### src/logic/ras_pkg.sv
// Summary of operation
// - stack holds up to 31 nested return addresses from calls and interrupts
// - push pc on push, call, relative call and interrupt acknowledge
// - pop top entry into pc on pop, return, literal return, interrupt return
// - return instructions leave upper and high pc latches unchanged
// - storage is 31 entries of 21 bits behind a 5-bit pointer
// - entry bits 12 to 16 are not stored and read as zero
// - pointer clears on resetn_in reset and overflow reset, not on por_in alone; pointer zero has no entry
// - push increments pointer first, then writes pc at new pointer
// - pop copies selected entry to pc first, then decrements pointer
// - software reads and writes pointer and top-of-stack registers
// - full flag shows when pointer reached or exceeded 31 levels
// - top-of-stack registers always show entry selected by pointer
// - return after software rewrote top-of-stack loads rewritten value
// - pc bits 12 to 16 forced zero so high addresses mirror low 4k
// - small memory variant fetches zero words from 0x0800 to 0x0fff
// - reset vector 0000h, high interrupt 0008h, low interrupt 0018h
// - interrupt acknowledge pushes pc and loads high or low vector
// - overflow option set: 31st push stores, flags full, resets device
// - pop from empty stack returns zero, sets underflow, pointer stays zero
// - full and underflow flags clear only by software or power-on reset
package ras_pkg;
	localparam int unsigned PC_W = 21;
	localparam int unsigned SP_W = 5;
	localparam int unsigned DEPTH = 31;
	localparam logic [4:0] SP_MAX = 5'h1f;
	localparam logic [4:0] SP_LAST_FREE = 5'h1e;
	localparam logic [20:0] PC_HOLE_MASK = 21'h1e0fff;
	localparam logic [20:0] SMALL_LIMIT = 21'h000800;
	localparam logic [20:0] SMALL_TOP = 21'h000fff;
	localparam logic [20:0] RESET_VEC = 21'h000000;
	localparam logic [20:0] HIGH_VEC = 21'h000008;
	localparam logic [20:0] LOW_VEC = 21'h000018;
	localparam logic [3:0] A_TOS_LOW = 4'h0;
	localparam logic [3:0] A_TOS_HIGH = 4'h1;
	localparam logic [3:0] A_TOS_UPPER = 4'h2;
	localparam logic [3:0] A_SPTR = 4'h3;
	localparam logic [3:0] A_PC_LOW = 4'h4;
	localparam logic [3:0] A_PC_HIGH_LATCH = 4'h5;
	localparam logic [3:0] A_PC_UPPER_LATCH = 4'h6;
	localparam int unsigned FULL_BIT = 7;
	localparam int unsigned UNF_BIT = 6;
	localparam logic [7:0] REG_RESET = 8'h00;
	typedef enum logic [1:0] {RAS_NONE, RAS_PUSH, RAS_POP} ras_op_t;
endpackage

### src/logic/ras_mem_if.sv
`timescale 1ns/1ps
interface ras_mem_if;
	logic we;
	logic [4:0] waddr;
	logic [20:0] wdata;
	logic [4:0] raddr;
	logic [20:0] rdata;
	modport ctl (output we, output waddr, output wdata, output raddr, input rdata);
	modport mem (input we, input waddr, input wdata, input raddr, output rdata);
endinterface

### src/logic/ras_mem.sv
`timescale 1ns/1ps
module ras_mem (
	// clock
	input wire logic clock_in,
	// port
	ras_mem_if.mem m
);
	logic [20:0] ram_q [1:ras_pkg::DEPTH];
	always_ff @(posedge clock_in) begin
		if (m.we && m.waddr != 5'h00) begin
			ram_q[m.waddr] <= m.wdata & ras_pkg::PC_HOLE_MASK;
		end
	end
	// pointer zero reads zero
	assign m.rdata = (m.raddr == 5'h00) ? 21'h000000 : ram_q[m.raddr];
endmodule // ras_mem

### src/logic/ras_top.sv
// The strobed register port and the register addresses were left to the implementer.
`timescale 1ns/1ps
module ras_top (
	// clock and reset
	input wire logic clock_in,
	input wire logic resetn_in,
	input wire logic por_in,
	// configuration
	input wire logic overflow_reset_en_in,
	input wire logic small_mem_in,
	// sequencer
	input wire logic push_in,
	input wire logic pop_in,
	input wire logic irq_ack_in,
	input wire logic irq_high_in,
	input wire logic [20:0] pc_in,
	input wire logic [20:0] fetch_addr_in,
	input wire logic [15:0] fetch_word_in,
	// registers
	input wire logic [3:0] addr_in,
	input wire logic [7:0] wdata_in,
	input wire logic wr_in,
	input wire logic rd_in,
	output logic [7:0] rdata_out,
	// results
	output logic pc_load_out,
	output logic [20:0] pc_value_out,
	output logic [20:0] fetch_addr_out,
	output logic [15:0] fetch_word_out,
	output logic [7:0] pc_high_latch_out,
	output logic [7:0] pc_upper_latch_out,
	output logic stack_reset_out
);
	logic [4:0] sp_q;
	logic full_q;
	logic unf_q;
	logic [7:0] pc_high_latch_q;
	logic [7:0] pc_upper_latch_q;
	logic [7:0] pc_low_q;
	logic [7:0] rdata_q;
	logic pc_load_q;
	logic [20:0] pc_value_q;
	logic [20:0] fetch_addr_q;
	logic [15:0] fetch_word_q;
	logic stk_rst_q;
	logic [4:0] sp_d;
	logic [20:0] tos;
	logic [20:0] tos_wr;
	logic tos_we;
	logic do_push;
	logic do_pop;
	logic sp_wr;
	ras_pkg::ras_op_t op;
	ras_mem_if mi ();

	function automatic logic [20:0] mirror(input logic [20:0] a);
		mirror = a & ras_pkg::PC_HOLE_MASK;
	endfunction

	function automatic logic reg_hit(input logic w, input logic [3:0] a, input logic [3:0] t);
		reg_hit = w && a == t;
	endfunction

	ras_mem i_ras_mem (
		.clock_in(clock_in),
		.m(mi.mem)
	);

	// call, push and interrupt acknowledge
	assign do_push = push_in | irq_ack_in;
	assign do_pop = pop_in & ~do_push;
	always_comb begin
		if (do_push) begin
			op = ras_pkg::RAS_PUSH;
		end else if (do_pop) begin
			op = ras_pkg::RAS_POP;
		end else begin
			op = ras_pkg::RAS_NONE;
		end
	end

	assign mi.raddr = sp_q;
	assign tos = mi.rdata;
	assign sp_wr = reg_hit(wr_in, addr_in, ras_pkg::A_SPTR) && op == ras_pkg::RAS_NONE;

	// top-of-stack byte write merges into selected entry
	always_comb begin
		tos_wr = tos;
		tos_we = 1'b0;
		if (wr_in && op == ras_pkg::RAS_NONE) begin
			unique case (addr_in)
				ras_pkg::A_TOS_LOW: begin
					tos_wr[7:0] = wdata_in;
					tos_we = 1'b1;
				end
				ras_pkg::A_TOS_HIGH: begin
					tos_wr[15:8] = wdata_in;
					tos_we = 1'b1;
				end
				ras_pkg::A_TOS_UPPER: begin
					tos_wr[20:16] = wdata_in[4:0];
					tos_we = 1'b1;
				end
				default: begin
					tos_we = 1'b0;
				end
			endcase
		end
	end

	// memory write: push goes to incremented pointer
	always_comb begin
		mi.we = 1'b0;
		mi.waddr = sp_q;
		mi.wdata = tos_wr;
		if (op == ras_pkg::RAS_PUSH && sp_q != ras_pkg::SP_MAX) begin
			mi.we = 1'b1;
			mi.waddr = sp_q + 5'h01;
			mi.wdata = pc_in;
		end else if (tos_we) begin
			mi.we = 1'b1;
		end
	end

	// pointer next value
	always_comb begin
		sp_d = sp_q;
		unique case (op)
			ras_pkg::RAS_PUSH: begin
				if (sp_q != ras_pkg::SP_MAX) begin
					sp_d = sp_q + 5'h01;
				end
				if (sp_q == ras_pkg::SP_LAST_FREE && overflow_reset_en_in) begin
					sp_d = 5'h00;
				end
			end
			ras_pkg::RAS_POP: begin
				if (sp_q != 5'h00) begin
					sp_d = sp_q - 5'h01;
				end
			end
			ras_pkg::RAS_NONE: begin
				if (sp_wr) begin
					sp_d = wdata_in[4:0];
				end
			end
		endcase
	end

	always_ff @(posedge clock_in or negedge resetn_in) begin
		if (!resetn_in) begin
			sp_q <= 5'h00;
		end else begin
			sp_q <= sp_d;
		end
	end

	// sticky flags, set wins; other resets leave them alone
	always_ff @(posedge clock_in) begin
		if (por_in) begin
			full_q <= 1'b0;
			unf_q <= 1'b0;
		end else if (resetn_in) begin
			if (op == ras_pkg::RAS_PUSH && sp_q >= ras_pkg::SP_LAST_FREE) begin
				full_q <= 1'b1;
			end else if (sp_wr && !wdata_in[ras_pkg::FULL_BIT]) begin
				full_q <= 1'b0;
			end
			if (op == ras_pkg::RAS_POP && sp_q == 5'h00) begin
				unf_q <= 1'b1;
			end else if (sp_wr && !wdata_in[ras_pkg::UNF_BIT]) begin
				unf_q <= 1'b0;
			end
		end
	end

	// overflow reset request
	always_ff @(posedge clock_in or negedge resetn_in) begin
		if (!resetn_in) begin
			stk_rst_q <= 1'b0;
		end else begin
			stk_rst_q <= op == ras_pkg::RAS_PUSH && sp_q == ras_pkg::SP_LAST_FREE &&
				overflow_reset_en_in;
		end
	end

	// pc load on pop or vector
	always_ff @(posedge clock_in or negedge resetn_in) begin
		if (!resetn_in) begin
			pc_load_q <= 1'b0;
			pc_value_q <= ras_pkg::RESET_VEC;
		end else begin
			pc_load_q <= 1'b0;
			if (irq_ack_in) begin
				pc_load_q <= 1'b1;
				pc_value_q <= irq_high_in ? ras_pkg::HIGH_VEC : ras_pkg::LOW_VEC;
			end else if (op == ras_pkg::RAS_POP) begin
				pc_load_q <= 1'b1;
				pc_value_q <= tos;
			end
		end
	end

	// program latches, not touched by returns
	always_ff @(posedge clock_in or negedge resetn_in) begin
		if (!resetn_in) begin
			pc_high_latch_q <= ras_pkg::REG_RESET;
			pc_upper_latch_q <= ras_pkg::REG_RESET;
			pc_low_q <= ras_pkg::REG_RESET;
		end else begin
			if (reg_hit(wr_in, addr_in, ras_pkg::A_PC_HIGH_LATCH)) begin
				pc_high_latch_q <= wdata_in;
			end
			if (reg_hit(wr_in, addr_in, ras_pkg::A_PC_UPPER_LATCH)) begin
				pc_upper_latch_q <= {3'h0, wdata_in[4:0]};
			end
			if (reg_hit(wr_in, addr_in, ras_pkg::A_PC_LOW)) begin
				pc_low_q <= {wdata_in[7:1], 1'b0};
			end
		end
	end

	// fetch mirroring and small variant blanking
	always_ff @(posedge clock_in or negedge resetn_in) begin
		if (!resetn_in) begin
			fetch_addr_q <= 21'h000000;
			fetch_word_q <= 16'h0000;
		end else begin
			fetch_addr_q <= mirror(fetch_addr_in);
			if (small_mem_in && mirror(fetch_addr_in) >= ras_pkg::SMALL_LIMIT &&
				mirror(fetch_addr_in) <= ras_pkg::SMALL_TOP) begin
				fetch_word_q <= 16'h0000;
			end else begin
				fetch_word_q <= fetch_word_in;
			end
		end
	end

	// register read
	always_ff @(posedge clock_in or negedge resetn_in) begin
		if (!resetn_in) begin
			rdata_q <= 8'h00;
		end else if (rd_in) begin
			unique case (addr_in)
				ras_pkg::A_TOS_LOW: rdata_q <= tos[7:0];
				ras_pkg::A_TOS_HIGH: rdata_q <= tos[15:8];
				ras_pkg::A_TOS_UPPER: rdata_q <= {3'h0, tos[20:16]};
				ras_pkg::A_SPTR: rdata_q <= {full_q, unf_q, 1'b0, sp_q};
				ras_pkg::A_PC_LOW: rdata_q <= pc_low_q;
				ras_pkg::A_PC_HIGH_LATCH: rdata_q <= pc_high_latch_q;
				ras_pkg::A_PC_UPPER_LATCH: rdata_q <= pc_upper_latch_q;
				default: rdata_q <= 8'h00;
			endcase
		end else begin
			rdata_q <= 8'h00;
		end
	end

	assign rdata_out = rdata_q;
	assign pc_load_out = pc_load_q;
	assign pc_value_out = pc_value_q;
	assign fetch_addr_out = fetch_addr_q;
	assign fetch_word_out = fetch_word_q;
	assign pc_high_latch_out = pc_high_latch_q;
	assign pc_upper_latch_out = pc_upper_latch_q;
	assign stack_reset_out = stk_rst_q;

	a_push_incr: assert property (@(posedge clock_in) disable iff (!resetn_in)
		(push_in && sp_q < 5'h1e) |=> sp_q == $past(sp_q) + 5'h01)
		else $error("push did not advance pointer");
	a_pop_decr: assert property (@(posedge clock_in) disable iff (!resetn_in)
		(pop_in && !push_in && !irq_ack_in && sp_q != 5'h00) |=> sp_q == $past(sp_q) - 5'h01)
		else $error("pop did not drop pointer");
	a_pop_value: assert property (@(posedge clock_in) disable iff (!resetn_in)
		(pop_in && !push_in && !irq_ack_in) |=> pc_load_out && pc_value_out == $past(tos))
		else $error("pop value wrong");
	a_unf_set: assert property (@(posedge clock_in) disable iff (!resetn_in)
		(pop_in && !push_in && !irq_ack_in && sp_q == 5'h00 && !por_in) |=> unf_q && sp_q == 5'h00)
		else $error("underflow not flagged");
	a_full_set: assert property (@(posedge clock_in) disable iff (!resetn_in)
		(push_in && sp_q == 5'h1e && !por_in) |=> full_q)
		else $error("full not flagged");
	a_ovf_hold: assert property (@(posedge clock_in) disable iff (!resetn_in)
		(push_in && sp_q == 5'h1f) |=> sp_q == 5'h1f)
		else $error("pointer left top");
	a_vector_load: assert property (@(posedge clock_in) disable iff (!resetn_in)
		(irq_ack_in && irq_high_in) |=> pc_value_out == 21'h000008)
		else $error("wrong high vector");
	a_mirror_addr: assert property (@(posedge clock_in) disable iff (!resetn_in)
		##1 fetch_addr_out[16:12] == 5'h00)
		else $error("mirror bits set");
	a_latch_keep: assert property (@(posedge clock_in) disable iff (!resetn_in)
		(pop_in && !wr_in) |=> $stable(pc_high_latch_out) && $stable(pc_upper_latch_out))
		else $error("return moved latch");

	// pointer and software access
	a_swr_refused: assert property (@(posedge clock_in) disable iff (!resetn_in)
		(push_in && wr_in && addr_in == ras_pkg::A_SPTR && sp_q < ras_pkg::SP_LAST_FREE)
		|=> sp_q == $past(sp_q) + 5'h01)
		else $error("pointer write beat push");
	a_sp_write: assert property (@(posedge clock_in) disable iff (!resetn_in)
		(wr_in && addr_in == ras_pkg::A_SPTR && !push_in && !pop_in && !irq_ack_in)
		|=> sp_q == 5'($past(wdata_in)))
		else $error("pointer write lost");
	a_irq_push: assert property (@(posedge clock_in) disable iff (!resetn_in)
		(irq_ack_in && sp_q < ras_pkg::SP_LAST_FREE) |=> sp_q == $past(sp_q) + 5'h01 &&
		tos == ($past(pc_in) & ras_pkg::PC_HOLE_MASK))
		else $error("interrupt did not push");
	a_lost_push: assert property (@(posedge clock_in) disable iff (!resetn_in)
		(do_push && sp_q == ras_pkg::SP_MAX) |=> tos == $past(tos))
		else $error("push past top stored");
	a_rst_pulse: assert property (@(posedge clock_in) disable iff (!resetn_in)
		(push_in && sp_q == ras_pkg::SP_LAST_FREE && overflow_reset_en_in && !por_in) |=>
		stack_reset_out && sp_q == 5'h00 && full_q)
		else $error("overflow reset missing");

	// top-of-stack contents and pc load
	a_empty_zero: assert property (@(posedge clock_in) disable iff (!resetn_in)
		sp_q == 5'h00 |-> tos == 21'h000000)
		else $error("empty entry not zero");
	a_hole_zero: assert property (@(posedge clock_in) disable iff (!resetn_in)
		(do_push || tos_we) |=> tos[16:12] == 5'h00)
		else $error("unstored bits kept");
	a_tos_write: assert property (@(posedge clock_in) disable iff (!resetn_in)
		(wr_in && addr_in == ras_pkg::A_TOS_LOW && !push_in && !pop_in && !irq_ack_in &&
		sp_q != 5'h00) |=> tos[7:0] == $past(wdata_in))
		else $error("top write lost");
	a_read_tos: assert property (@(posedge clock_in) disable iff (!resetn_in)
		(rd_in && addr_in == ras_pkg::A_TOS_LOW) |=> rdata_out == 8'($past(tos)))
		else $error("top read wrong");
	a_load_idle: assert property (@(posedge clock_in) disable iff (!resetn_in)
		(!do_pop && !irq_ack_in) |=> !pc_load_out)
		else $error("stray pc load");

	// flags
	a_full_keep: assert property (@(posedge clock_in) disable iff (!resetn_in)
		(full_q && !por_in && !(sp_wr && !wdata_in[ras_pkg::FULL_BIT])) |=> full_q)
		else $error("full flag dropped");
	a_unf_keep: assert property (@(posedge clock_in) disable iff (!resetn_in)
		(unf_q && !por_in && !(sp_wr && !wdata_in[ras_pkg::UNF_BIT])) |=> unf_q)
		else $error("underflow flag dropped");
	a_por_clear: assert property (@(posedge clock_in) disable iff (!resetn_in)
		por_in |=> !full_q && !unf_q)
		else $error("power-on left flags");

	// fetch blanking
	a_blank_fetch: assert property (@(posedge clock_in) disable iff (!resetn_in)
		(small_mem_in && fetch_addr_in >= ras_pkg::SMALL_LIMIT &&
		fetch_addr_in <= ras_pkg::SMALL_TOP) |=> fetch_word_out == 16'h0000)
		else $error("blank range fetched data");
endmodule // ras_top

### config.mk
export PLATFORM = sky130hd
export DESIGN_NAME = ras_top
export DESIGN_NICKNAME = d
export VERILOG_FILES = /design/src/logic/ras_pkg.sv /design/src/logic/ras_mem_if.sv /design/src/logic/ras_mem.sv /design/src/logic/ras_top.sv
export SDC_FILE = /design/constraint.sdc
export NUM_CORES = 1
export LEC_CHECK = 0
export BUFFER_PORTS_ARGS = -buffer_cell sky130_fd_sc_hd__buf_2
export CAP_MARGIN = 5
export CORE_UTILIZATION = 55
export CTS_CLUSTER_SIZE = 40
export DETAILED_ROUTE_END_ITERATION = 10
export PLACE_DENSITY = 0.72
export SLEW_MARGIN = 30
export SYNTH_ARGS = -nofsm -noshare
export SYNTH_HDL_FRONTEND = slang
export SYNTH_HIERARCHICAL = 1
export SYNTH_SLANG_ARGS = --single-unit
### constraint.sdc
create_clock -name clock_in -period 5.3 [get_ports clock_in]
set_clock_uncertainty 0.1 [all_clocks]
set_input_delay 0.265 -clock clock_in [delete_from_list [all_inputs] [get_ports clock_in]]
set_output_delay 0.265 -clock clock_in [all_outputs]
set_load 0.005 [all_outputs]
==> impl_metrics.tcl <==
set metrics [dict create \
    status "completed" \
    r2r_end "i_ras_mem/ram_q[10][14]" \
    grt_max_degree 92 \
    crit_type "reg2reg" \
    post_cts_buffers 0 \
    cts_tree "built" \
    holdPathEnd "rdata_out[4]" \
    dieArea_um2 43900 \
    r2r_setup_slack_ns 1.43 \
    die_w_um 210 \
    p_int_mw 9.88 \
    vdd_drop_max_v 0.000348 \
    holdPathStages 3 \
    worst_pin_slew_ns 1.03 \
    hp-class "in2reg" \
    hp-start "rd_in" \
    clk-insertion-delay-late_ns 0.61 \
    die_h_um 210 \
    ctsResizeCount 0 \
    yosys_warnings 6 \
    antenna_cells 0 \
    cts_max_level 2 \
    root_buffer "clkbuf_16" \
    p_switching_mw 4.67 \
    clock-sinks 586 \
    hold_viol_final 0 \
    initial_core_util 0.561 \
    drtAntennaViolNets 0 \
    overflow 0 \
    holdWs_ns 0.0430 \
    coreArea_um2 42200 \
    critPathMaxStageDelay_ns 0.72 \
    dp_hpwl_um 33500 \
    seqPwrFrac 0.422 \
    maxSlewViolCount 0 \
    setup_viol 0 \
    worst-path-buf-inv 0 \
    relSlewSlack 0.313 \
    worstRegToRegCells 6 \
    io_buffers 146 \
    swShare 0.321 \
    ios 165 \
    worstPathCellList "or3b_2 > o221ai_1 > a221oi_1 > a2111oi_2 > mux2i_1 > o21ai_4" \
    path_max_fanout 31 \
    p_leak_nw 9.97 \
    dr.first_iter.drc_count 1499 \
    syn_to_final_growth_pct 16.2 \
    start_kind "flop" \
    drt_first_pass_iters 5 \
    nNetsFinal 1641 \
    cts_buffer_depth 3 \
    netlist_area_um2 23700 \
    clk_pin_slew_ns 0.06 \
    power.density_nw_per_um2 528 \
    required_ns 5.47 \
    layout-drive-gt1-share 0.299 \
    vias_per_cell 6.19 \
    endpoint_kind "flop" \
    slowest_stage "o21ai_4" \
    route.detailed.drc 0 \
    power.combinational.fraction 0.308 \
    grt_pass1_wl_um 82400 \
    wl_per_cell_um 25.8 \
    antenna_found_initial 0 \
    final.setup.tns_ns 0 \
    rows 75 \
    drt_wl_total_um 55300 \
    cts_hold_buf 45 \
    clkPwrFrac 0.270 \
    fmax_mhz 258 \
    fin_crit_sh 0.731 \
    min_period_ns 3.87 \
    cp_top_family "compound AO/OA/AOI/OAI gates" \
    place.gp.congestion 0.921 \
    drv_cap 0 \
    syn_avg_cell_area_um2 18.0 \
    rsz0062_at_grt "no" \
    gr-usage-all-layers 0.256 \
    grt_pass1_vias 13200 \
    synth_cells 1313 \
    cts_buffers 56 \
    num_vias 13200 \
    worstPathArrival_ns 4.05 \
    regToRegStartpoint "mi.raddr[1]" \
]
==> worst max path at each step <==
stage / to / startpoint / cells after the start / slack, ns
finish: i_ras_mem/ram_q[10][14] / mi.raddr[1] / 6 / 1.43
global placement: i_ras_mem/ram_q[30][14] / mi.raddr[1] / 6 / 1.35
global route: i_ras_mem/ram_q[10][6] / mi.raddr[2] / 10 / 1.24
floorplan: i_ras_mem/ram_q[10][14] / mi.raddr[0] / 10 / 1.54
detailed placement: i_ras_mem/ram_q[10][15] / mi.raddr[2] / 10 / 1.48
CTS: i_ras_mem/ram_q[10][12] / mi.raddr[2] / 10 / 1.44
==> area by class of cell <==
| type | count | area, um2 |
|---|---|---|
| well taps | 539 | 674 |
| clock buffers | 66 | 1480 |
| repair buffers | 259 | 1720 |
| inverters | 10 | 37.5 |
| fillers | 2786 | 14700 |
| clock inverters | 36 | 333 |
| multi-input cells | 643 | 6130 |
| flip-flops and latches | 586 | 17100 |
==> cell usage in the layout (no fill, tap or decap), types with 5 or more instances in the layout <==
cell type and instances:
buf_4 67, clkbuf_1 8, bufinv_16 6, o211ai_1 17, mux2i_1 77, dlygate4sd3_1 45
clkbuf_16 58, o22ai_1 6, dfrtp_1 85, a22o_1 7, and3_1 12, and2_1 17
nand2_1 93, mux2_2 37, mux4_2 99, edfxtp_1 496, a221o_1 12, nand3b_1 28
clkinv_1 13, clkinv_2 11, conb_1 13, nor2_1 48, o21ai_2 15, o21ai_0 13
a222oi_1 5, buf_2 145, o221ai_1 15, a21oi_1 39, inv_1 8, nand3_1 5
==> worst reg2reg max path, delay by kind of cell (launching register included) <==
kind | cells | cell delay [ns]
compound gates | 4 | 1.85
flops | 1 | 0.71
mux | 1 | 0.21
simple gates | 1 | 0.66
==> through the flow <==
stage	power, mW	area, um2	util	setup WS [ns]	std cells
2_1_floorplan	9.04	23700	-	1.54	1324
3_3_place_gp	10.5	25200	0.598	1.35	1992
3_5_place_dp	10.6	25300	0.598	1.48	1992
4_1_cts	14.6	27500	0.652	1.44	2139
5_1_grt	15.1	27500	0.652	1.24	2139
6_report	14.5	27500	0.652	1.43	2139
==> power groups by stage <==
| stage | clock [mW] | sequential, mW | combinational [mW] |
|---|---|---|---|
| 2_1_floorplan | 0 | 6.13 | 2.92 |
| 3_3_place_gp | 0 | 6.20 | 4.31 |
| 3_5_place_dp | 0 | 6.23 | 4.40 |
| 4_1_cts | 4.00 | 6.14 | 4.45 |
| 5_1_grt | 4.16 | 6.19 | 4.75 |
| 6_report | 3.93 | 6.14 | 4.48 |
==> routing by layer <==
metal  track usage  vias to the layer above  share of wire
li1              -                     5700              -
met1         0.356                     6818           0.41
met3        0.0588                       99          0.089
met2         0.398                      631           0.46
met4        0.0974                        0          0.035
met5             0                        -              0
==> sequential cells by signal, summed over array words and instances (netlist names), 5 cells and up <==
name                count
pc_upper_latch_out      5
mi.raddr                5
rdata_out               8
pc_high_latch_out       8
pc_low_q                7
fetch_addr_out         16
fetch_word_out         16
i_ras_mem/ram_q       496
pc_value_out           21
Note: power is estimated with default switching activity, not from simulation.
